$ cat config.mk
export PLATFORM = sky130hd
export DESIGN_NAME = tcb_top
export DESIGN_NICKNAME = d
export VERILOG_FILES = /design/src/shared/tcb_pkg.sv /design/src/rtl/tcb_top.sv
export VERILOG_INCLUDE_DIRS = /design/src /design/src/shared
export SDC_FILE = /design/constraint.sdc
export NUM_CORES = 1
export LEC_CHECK = 0
export BUFFER_PORTS_ARGS = -buffer_cell sky130_fd_sc_hd__clkbuf_2
export CORE_ASPECT_RATIO = 0.9
export CORE_UTILIZATION = 50
export CTS_CLUSTER_SIZE = 24
export DETAILED_ROUTE_END_ITERATION = 6
export PLACE_DENSITY_LB_ADDON = 0.05
export REMOVE_ABC_BUFFERS = 1
export SLEW_MARGIN = 25
export SYNTH_ARGS = -nofsm -noshare
export SYNTH_HDL_FRONTEND = slang
export SYNTH_SLANG_ARGS = --single-unit
$ cat constraint.sdc
create_clock -name sys_clk -period 4.6 [get_ports sys_clk]
set_input_delay 0.69 -clock sys_clk [delete_from_list [all_inputs] [get_ports sys_clk]]
set_output_delay 0.69 -clock sys_clk [all_outputs]
set_load 0.02 [all_outputs]
$ cat src/shared/tcb_map.svh
/*
 * Constants of the three-channel timer block top: prescaler taps, clock selects,
 * counter width and reset values.
 * Assumes inclusion by its bare name from the package and the design file.
 */
`ifndef TCB_MAP_SVH
`define TCB_MAP_SVH

`define TCB_NUM_CHAN 3
`define TCB_CNT_W 32
`define TCB_PRE_W 7
`define TCB_DIV2_MASK 7'h01
`define TCB_DIV8_MASK 7'h07
`define TCB_DIV32_MASK 7'h1F
`define TCB_DIV128_MASK 7'h7F
`define TCB_CLKSEL_DIV2 3'h0
`define TCB_CLKSEL_DIV8 3'h1
`define TCB_CLKSEL_DIV32 3'h2
`define TCB_CLKSEL_DIV128 3'h3
`define TCB_CLKSEL_SLOW 3'h4
`define TCB_CLKSEL_XC0 3'h5
`define TCB_CLKSEL_XC1 3'h6
`define TCB_CLKSEL_XC2 3'h7
`define TCB_CNT_RST 32'h0000_0000
`define TCB_QDEC_FILT 2

`endif

$ cat src/shared/tcb_pkg.sv
/*
 * Types of the three-channel timer block top.
 * Assumes tcb_map.svh is on the include path.
 */
`include "tcb_map.svh"

package tcb_pkg;

    // Clock taps shared by all channels, one-cycle enables
    typedef struct packed {
        logic div2;
        logic div8;
        logic div32;
        logic div128;
        logic slow;
    } tcb_taps_t;

    // Per-channel control from the user side
    typedef struct packed {
        logic [2:0] clk_sel;
        logic clk_en;
        logic wave;
        logic b_is_out;
        logic [`TCB_CNT_W-1:0] cmp;
        logic irq_en;
        logic fault_en;
    } tcb_chan_cfg_t;

    // Block chaining choice for each external clock input
    typedef struct packed {
        logic [1:0] xc2_sel;
        logic [1:0] xc1_sel;
        logic [1:0] xc0_sel;
    } tcb_chain_t;

    // Channel run state
    typedef enum logic [1:0] {
        TCB_STOPPED = 2'b01,
        TCB_RUNNING = 2'b10
    } tcb_run_t;

endpackage : tcb_pkg

$ cat src/rtl/tcb_top.sv
/*
 * Three-channel 32-bit timer block top: prescaler taps, chaining, block-wide sync start,
 * line direction per mode, per-channel interrupt, quadrature input feed and fault output.
 * Assumes all inputs are synchronous to sys_clk; the block's clock is enabled upstream
 * and pins are routed by the pin controllers before use.
 */
// Functional notes
// (RQ1) Three identical channels, each with its own 32-bit counter, programmed independently.
// (RQ2) Five internal taps: master clock by 2, 8, 32, 128, and slow clock.
// (RQ3) When slow clock drives the master clock, fifth tap equals the master clock.
// (RQ4) One block control write starts all three channels together.
// (RQ5) Block mode selects each external clock input, allowing channel chaining.
// (RQ6) Each channel has three external clocks, five internal clocks, two lines.
// (RQ7) Line A is input while measuring and output while generating.
// (RQ8) Line B is input while measuring, input or output while generating.
// (RQ9) Each channel drives its own programmable interrupt output.
// (RQ10) Enabled quadrature decoder filters and decodes A0, B0, A1 for channels.
// (RQ11) Fault output to the PWM unit comes from compare events.
// (RQ12) Software enables block clock and routes pins before use.
// (RQ13) Divided taps are one-cycle enables from a free-running prescaler.
`timescale 1ns/10ps
`default_nettype none
`include "tcb_map.svh"

module tcb_top
    import tcb_pkg::*;
(
    // Clock and reset
    input wire logic sys_clk,
    input wire logic rst_n,
    // Clock sources
    input wire logic slow_clk_tick,
    input wire logic master_clk_source_sel,
    input wire logic [2:0] ext_clk_pins,
    // Block-wide control
    input wire logic sync_start,
    input wire tcb_chain_t chain,
    input wire tcb_chan_cfg_t [2:0] cfg,
    input wire logic qdec_en,
    // Channel lines, output enable low while driving
    input wire logic [2:0] chan_line_a_in,
    output logic [2:0] chan_line_a_out,
    output logic [2:0] chan_line_a_oe_n,
    input wire logic [2:0] chan_line_b_in,
    output logic [2:0] chan_line_b_out,
    output logic [2:0] chan_line_b_oe_n,
    // Results
    output logic [2:0][`TCB_CNT_W-1:0] count,
    output logic [2:0] chan_irq,
    output logic fault,
    output logic [`TCB_CNT_W-1:0] qdec_position,
    output logic qdec_dir
);

    // Tap of a channel's clock select
    function automatic logic pick_clk(input logic [2:0] sel, input tcb_taps_t t,
                                      input logic [2:0] xc);
        case (sel)
            `TCB_CLKSEL_DIV2: pick_clk = t.div2;
            `TCB_CLKSEL_DIV8: pick_clk = t.div8;
            `TCB_CLKSEL_DIV32: pick_clk = t.div32;
            `TCB_CLKSEL_DIV128: pick_clk = t.div128;
            `TCB_CLKSEL_SLOW: pick_clk = t.slow;
            `TCB_CLKSEL_XC0: pick_clk = xc[0];
            `TCB_CLKSEL_XC1: pick_clk = xc[1];
            default: pick_clk = xc[2];
        endcase
    endfunction : pick_clk

    // Chaining mux: pin or another channel's line A
    function automatic logic chain_src(input logic [1:0] sel, input logic pin,
                                       input logic [2:0] line_a, input int k);
        case (sel)
            2'h0: chain_src = pin;
            2'h1: chain_src = line_a[(k + 1) % 3];
            2'h2: chain_src = line_a[(k + 2) % 3];
            default: chain_src = 1'b0;
        endcase
    endfunction : chain_src

    logic [`TCB_PRE_W-1:0] pre, next_pre;
    tcb_taps_t taps;
    logic [2:0] line_a, xc_level, xc_prev, next_xc_prev, xc_edge;
    logic [2:0][`TCB_CNT_W-1:0] next_count;
    logic [2:0] run, next_run, next_chan_irq;
    logic [2:0] cmp_hit;
    logic next_fault;
    logic [2:0] line_a_reg, next_line_a_reg;

    // Free-running prescaler [RQ13]
    always_comb
    begin
        next_pre = pre + `TCB_PRE_W'(1);
    end
    always_ff @(posedge sys_clk or negedge rst_n)
    begin
        if (!rst_n)
            pre <= 7'h00;
        else
            pre <= next_pre;
    end

    // Tap enables from the prescaler, fifth tap from the slow clock [RQ2] [RQ13]
    always_comb
    begin
        taps.div2 = (pre & `TCB_DIV2_MASK) == `TCB_DIV2_MASK;
        taps.div8 = (pre & `TCB_DIV8_MASK) == `TCB_DIV8_MASK;
        taps.div32 = (pre & `TCB_DIV32_MASK) == `TCB_DIV32_MASK;
        taps.div128 = (pre & `TCB_DIV128_MASK) == `TCB_DIV128_MASK;
        taps.slow = master_clk_source_sel ? slow_clk_tick : 1'b1; // [RQ3]
    end

    // Line A seen by chaining is the pin in capture, own drive in waveform
    always_comb
    begin
        for (int k = 0; k < 3; k++)
            line_a[k] = cfg[k].wave ? line_a_reg[k] : chan_line_a_in[k];
    end

    // External clock inputs of each channel, chained per block mode [RQ5] [RQ6]
    always_comb
    begin
        xc_level[0] = chain_src(chain.xc0_sel, ext_clk_pins[0], line_a, 0);
        xc_level[1] = chain_src(chain.xc1_sel, ext_clk_pins[1], line_a, 1);
        xc_level[2] = chain_src(chain.xc2_sel, ext_clk_pins[2], line_a, 2);
        next_xc_prev = xc_level;
        xc_edge = xc_level & ~xc_prev;
    end

    // Counters, run state, compare, interrupts, fault [RQ1] [RQ4] [RQ9] [RQ11]
    always_comb
    begin
        next_fault = 1'b0;
        for (int k = 0; k < 3; k++)
        begin
            next_run[k] = cfg[k].clk_en & (run[k] | sync_start); // [RQ4]
            next_count[k] = count[k];
            cmp_hit[k] = 1'b0;
            if (cfg[k].clk_en && sync_start)
                next_count[k] = `TCB_CNT_RST;
            else if (run[k] && pick_clk(cfg[k].clk_sel, taps, xc_level & xc_edge))
            begin
                next_count[k] = count[k] + `TCB_CNT_W'(1); // [RQ1]
                cmp_hit[k] = (count[k] + `TCB_CNT_W'(1)) == cfg[k].cmp;
            end
            next_chan_irq[k] = cmp_hit[k] & cfg[k].irq_en; // [RQ9]
            next_line_a_reg[k] = cmp_hit[k] ? ~line_a_reg[k] : line_a_reg[k];
            next_fault = next_fault | (cmp_hit[k] & cfg[k].fault_en); // [RQ11]
        end
    end

    always_ff @(posedge sys_clk or negedge rst_n)
    begin
        if (!rst_n)
        begin
            count <= '0;
            run <= 3'h0;
            chan_irq <= 3'h0;
            fault <= 1'b0;
            xc_prev <= 3'h0;
            line_a_reg <= 3'h0;
        end
        else
        begin
            count <= next_count;
            run <= next_run;
            chan_irq <= next_chan_irq;
            fault <= next_fault;
            xc_prev <= next_xc_prev;
            line_a_reg <= next_line_a_reg;
        end
    end

    // Line directions by mode [RQ7] [RQ8]
    always_comb
    begin
        for (int k = 0; k < 3; k++)
        begin
            chan_line_a_out[k] = line_a_reg[k];
            chan_line_a_oe_n[k] = ~cfg[k].wave; // [RQ7]
            chan_line_b_out[k] = line_a_reg[k];
            chan_line_b_oe_n[k] = ~(cfg[k].wave & cfg[k].b_is_out); // [RQ8]
        end
    end

    // Quadrature decoder: filter A0, B0, A1 then count phase steps [RQ10]
    logic [2:0] q_in, q_filt, next_q_filt, q_prev, next_q_prev;
    logic [2:0][1:0] q_cnt, next_q_cnt;
    logic [`TCB_CNT_W-1:0] next_qdec_position;
    logic next_qdec_dir;

    always_comb
    begin
        q_in = {chan_line_a_in[1], chan_line_b_in[0], chan_line_a_in[0]};
        next_q_filt = q_filt;
        next_q_cnt = q_cnt;
        for (int i = 0; i < 3; i++)
        begin
            if (q_in[i] == q_filt[i])
                next_q_cnt[i] = 2'h0;
            else if (q_cnt[i] == 2'(`TCB_QDEC_FILT))
            begin
                next_q_filt[i] = q_in[i];
                next_q_cnt[i] = 2'h0;
            end
            else
                next_q_cnt[i] = q_cnt[i] + 2'h1;
        end
        next_q_prev = q_filt;
        next_qdec_position = qdec_position;
        next_qdec_dir = qdec_dir;
        if (qdec_en && (q_filt[0] != q_prev[0]))
        begin
            next_qdec_dir = q_filt[0] ^ q_filt[1];
            next_qdec_position = (q_filt[0] ^ q_filt[1]) ? qdec_position + `TCB_CNT_W'(1)
                                                        : qdec_position - `TCB_CNT_W'(1);
        end
        if (qdec_en && q_filt[2] && !q_prev[2])
            next_qdec_position = `TCB_CNT_RST; // Index line clears position
    end

    always_ff @(posedge sys_clk or negedge rst_n)
    begin
        if (!rst_n)
        begin
            q_filt <= 3'h0;
            q_cnt <= '0;
            q_prev <= 3'h0;
            qdec_position <= `TCB_CNT_RST;
            qdec_dir <= 1'b0;
        end
        else
        begin
            q_filt <= next_q_filt;
            q_cnt <= next_q_cnt;
            q_prev <= next_q_prev;
            qdec_position <= next_qdec_position;
            qdec_dir <= next_qdec_dir;
        end
    end

    // Divide-by-8 tap fires exactly every eighth cycle
    property p_div8;
        @(posedge sys_clk) disable iff (!rst_n)
        taps.div8 |=> !taps.div8 [*7] ##1 taps.div8;
    endproperty
    a_div8: assert property (p_div8) else $error("div8 tap spacing wrong"); // [RQ2]
    // Slow tap is master rate when slow clock drives master
    property p_slow;
        @(posedge sys_clk) disable iff (!rst_n)
        !master_clk_source_sel |-> taps.slow;
    endproperty
    a_slow: assert property (p_slow) else $error("slow tap not master rate"); // [RQ3]
    // Sync start runs enabled channels 0 and 1 and clears the count of channel 0
    property p_sync;
        @(posedge sys_clk) disable iff (!rst_n)
        (sync_start && cfg[0].clk_en && cfg[1].clk_en) |=> run[0] && run[1] && count[0] == 0;
    endproperty
    a_sync: assert property (p_sync) else $error("sync start missed"); // [RQ4]
    // Line A direction follows mode
    property p_line_a;
        @(posedge sys_clk) disable iff (!rst_n)
        chan_line_a_oe_n[0] == !cfg[0].wave;
    endproperty
    a_line_a: assert property (p_line_a) else $error("line A direction wrong"); // [RQ7]
    // Line B never driven while measuring
    property p_line_b;
        @(posedge sys_clk) disable iff (!rst_n)
        !cfg[1].wave |-> chan_line_b_oe_n[1];
    endproperty
    a_line_b: assert property (p_line_b) else $error("line B driven in capture"); // [RQ8]
    // Interrupt follows a compare hit by one cycle
    property p_irq;
        @(posedge sys_clk) disable iff (!rst_n)
        chan_irq[0] |-> $past(cmp_hit[0]) && $past(cfg[0].irq_en);
    endproperty
    a_irq: assert property (p_irq) else $error("irq without compare"); // [RQ9]
    // Position stands still while decoder is off
    property p_qdec;
        @(posedge sys_clk) disable iff (!rst_n)
        !qdec_en |=> $stable(qdec_position);
    endproperty
    a_qdec: assert property (p_qdec) else $error("position moved while off"); // [RQ10]
    // Fault only after a compare hit on a channel with fault enabled
    property p_fault;
        @(posedge sys_clk) disable iff (!rst_n)
        fault |-> $past(|(cmp_hit & {cfg[2].fault_en, cfg[1].fault_en, cfg[0].fault_en}));
    endproperty
    a_fault: assert property (p_fault) else $error("fault without compare"); // [RQ11]
    // Stopped counter holds its value when not synced
    property p_count;
        @(posedge sys_clk) disable iff (!rst_n)
        !run[2] && !sync_start |=> $stable(count[2]);
    endproperty
    a_count: assert property (p_count) else $error("stopped counter moved"); // [RQ1]

endmodule : tcb_top
`default_nettype wire

==> results.ini <==
[outcome]
status = finished, violations left
violations = design-rule violations

[synthesis]
synthFlopType = dfrtp_1
syn-cell-area_sq_um = 12000
ys_ff_latch = 160
synthArstFlopShare = 1.00
ys_types = 81
postSynthCellCount = 1418
synth_warnings = 0
syn_avg_cell_area_sq_um = 8.47
synth_edf_count = 0
yosysSeqAreaShare = 0.334

[clock_tree]
holdBufCountCts = 0
insertion_delay_ns = 0.44
cts_tree = done
clk_pin_slew_ns = 0.07
ctsRootBufferMaster = clkbuf_16
cts_resized = 0
htreeDepth = 4
post_cts_buffers = 0
cts_sinks = 160
cts_buffers = 17
cts_buffer_depth = 2

[finish]
syn2layout_area_growth_pct = 18.5
design_area_sq_um = 14200
fin_nets = 1847
num_antenna_cells = 0
layout_common_cells = clkbuf_2 (282), dfrtp_1 (160), nor2_1 (144)
drive_above_1_share = 0.217
fin_util = 0.606
mostFrequentLayoutCell = clkbuf_2

[critical_path]
slowest_stage = xnor2_2
r2r_start = next_q_prev[0]
crit_type = reg -> reg
r2r-end = qdec_position[31]
rr_worst_depth = 11
required_ns = 4.90
arrival_ns = 4.14
worstPathCellList = xnor2_2, ha_1, a2111oi_0, o21ai_0, a21oi_1, o31ai_1, a21oi_1, o21ai_0, and4_1, o31ai_1, o31ai_1
crit_fanout = 11
cp-end-kind = register
cp-start-kind = register
rrSetupSlack_ns = 0.76
cp_common_cell = o31ai_1
max_stage_delay_ns = 0.58

[placed_design]
place.gp.congestion = 0.907
hpwl_um = 24400
placed_area_sq_um = 13700
port_buffers = 283

[pwr]
p_per_area_nw_per_um2 = 475
vdd.ir_drop.worst_uv = 283
power.total_w = 0.00675
p_leak_nw = 6.51

[floorplan]
core-area_sq_um = 23500
initial_core_util = 0.511
ios = 286
die-area_sq_um = 24600
fp.dieH_um = 149
die_x_um = 165
placementRows = 53

[timing]
drv_slew = 0
finalCriticalPeriod_ns = 3.84
finalSetupViolCount = 0
tightest_slew_ns = 0.925
skew_ns = 0.0183
final_hold_viol_count = 0
rsz0062_at_grt = false
relSlewSlack = 0.383
max_freq_mhz = 261
timing.final.crit_share = 0.834

[global_routing]
track_usage = 0.270
grt_pass1_vias = 10460
grt_start_max_net_pins = 98
grt_pass1_wl_um = 52800
antenna_found_initial = 1
overflow = 0

[routing]
drtPass1Iterations = 7
via_count = 11288
wire_per_inst_um = 16.5
wl_um = 32800
ant_nets = 0
via_per_inst = 5.70
drc_errors = 32
drt_iter0_markers = 838

[min_path]
hold_path.class = in -> async

[run]
drv_cap = 0

-- metrics by stage --
stage	setup TNS [ns]	setup slack (ns)	hold WS (ns)	instances
floorplan	-0.00990	-0.00795	0.394	1347
global placement	0	0.804	0.420	1952
detailed placement	0	0.744	0.435	1952
CTS	0	0.731	0.410	1982
global route	0	0.360	0.447	1982
finish	0	0.762	0.360	1982
-- report_power, final --
part           total (W)  internal [W]  switching, W
Sequential       0.00179       0.00160      0.000193
Combinational    0.00359       0.00150       0.00209
Clock            0.00137      0.000765      0.000603
-- critical path: cells and delay by family, from the launching register on --
| family | cells | cell delay, ns |
|---|---|---|
| and+or+nand+nor | 1 | 0.24 |
| DFF | 1 | 0.48 |
| xor gates and xnor gates | 1 | 0.58 |
| AOI/OAI and AO/OA | 8 | 1.98 |
| adders and majority gates | 1 | 0.42 |
-- Yosys cell counts (33+ instances only) --
cell	count	area (sq um)
nand2_1	130	488
nand3_1	75	375
o21ai_0	70	350
nor3_1	33	165
nor2_1	144	541
xnor2_1	129	1130
xor2_1	122	1070
clkbuf_1	49	184
dfrtp_1	160	4000
ha_1	36	450
a21oi_1	60	300
nand4_1	39	244
-- sequential cells by signal (all words and copies together) (netlist names) --
register and flops:
fault 1, q_prev 2, chan_irq 3, next_q_prev 3
q_cnt 6, count 96, run 3, qdec_position 32
xc_prev 3, qdec_dir 1, chan_line_a_out 3, pre 7
-- layout make-up --
cell class | instances | area (sq um)
Fill cell | 2152 | 9250
Clock buffer | 20 | 457
Tap cell | 302 | 378
Timing Repair Buffer | 303 | 1570
Sequential cell | 160 | 4000
Inverter | 31 | 116
Multi-Input combinational cell | 1156 | 7600
Clock inverter | 10 | 90.1
-- logic make-up after synthesis --
kind of cell,synth area share
buf+inv,0.0344
mux,0.0186
xor+xnor,0.185
compound gates,0.138
simple gates,0.252
fa+ha+maj,0.0392
flops,0.334
-- how the worst max path moves through the flow --
stage | startpoint | to | slack, ns | cells after the start
2_1_floorplan | next_q_prev[0] | qdec_position[31] | -0.008 | 11
3_3_place_gp | next_q_prev[0] | qdec_position[31] | 0.80 | 11
3_5_place_dp | next_q_prev[0] | qdec_position[31] | 0.74 | 11
4_1_cts | next_q_prev[0] | qdec_position[31] | 0.73 | 11
5_1_grt | next_q_prev[0] | qdec_position[31] | 0.36 | 11
6_report | next_q_prev[0] | qdec_position[31] | 0.76 | 11
-- per-layer routing --
layer | global-route usage | vias to the layer above | wire, um
li1 | - | 5512 | -
met1 | 0.385 | 5381 | 15300
met2 | 0.418 | 350 | 14900
met3 | 0.0445 | 43 | 1940
met4 | 0.0777 | 2 | 614
met5 | 0 | - | 13
Power figures use the tool's default switching activity.
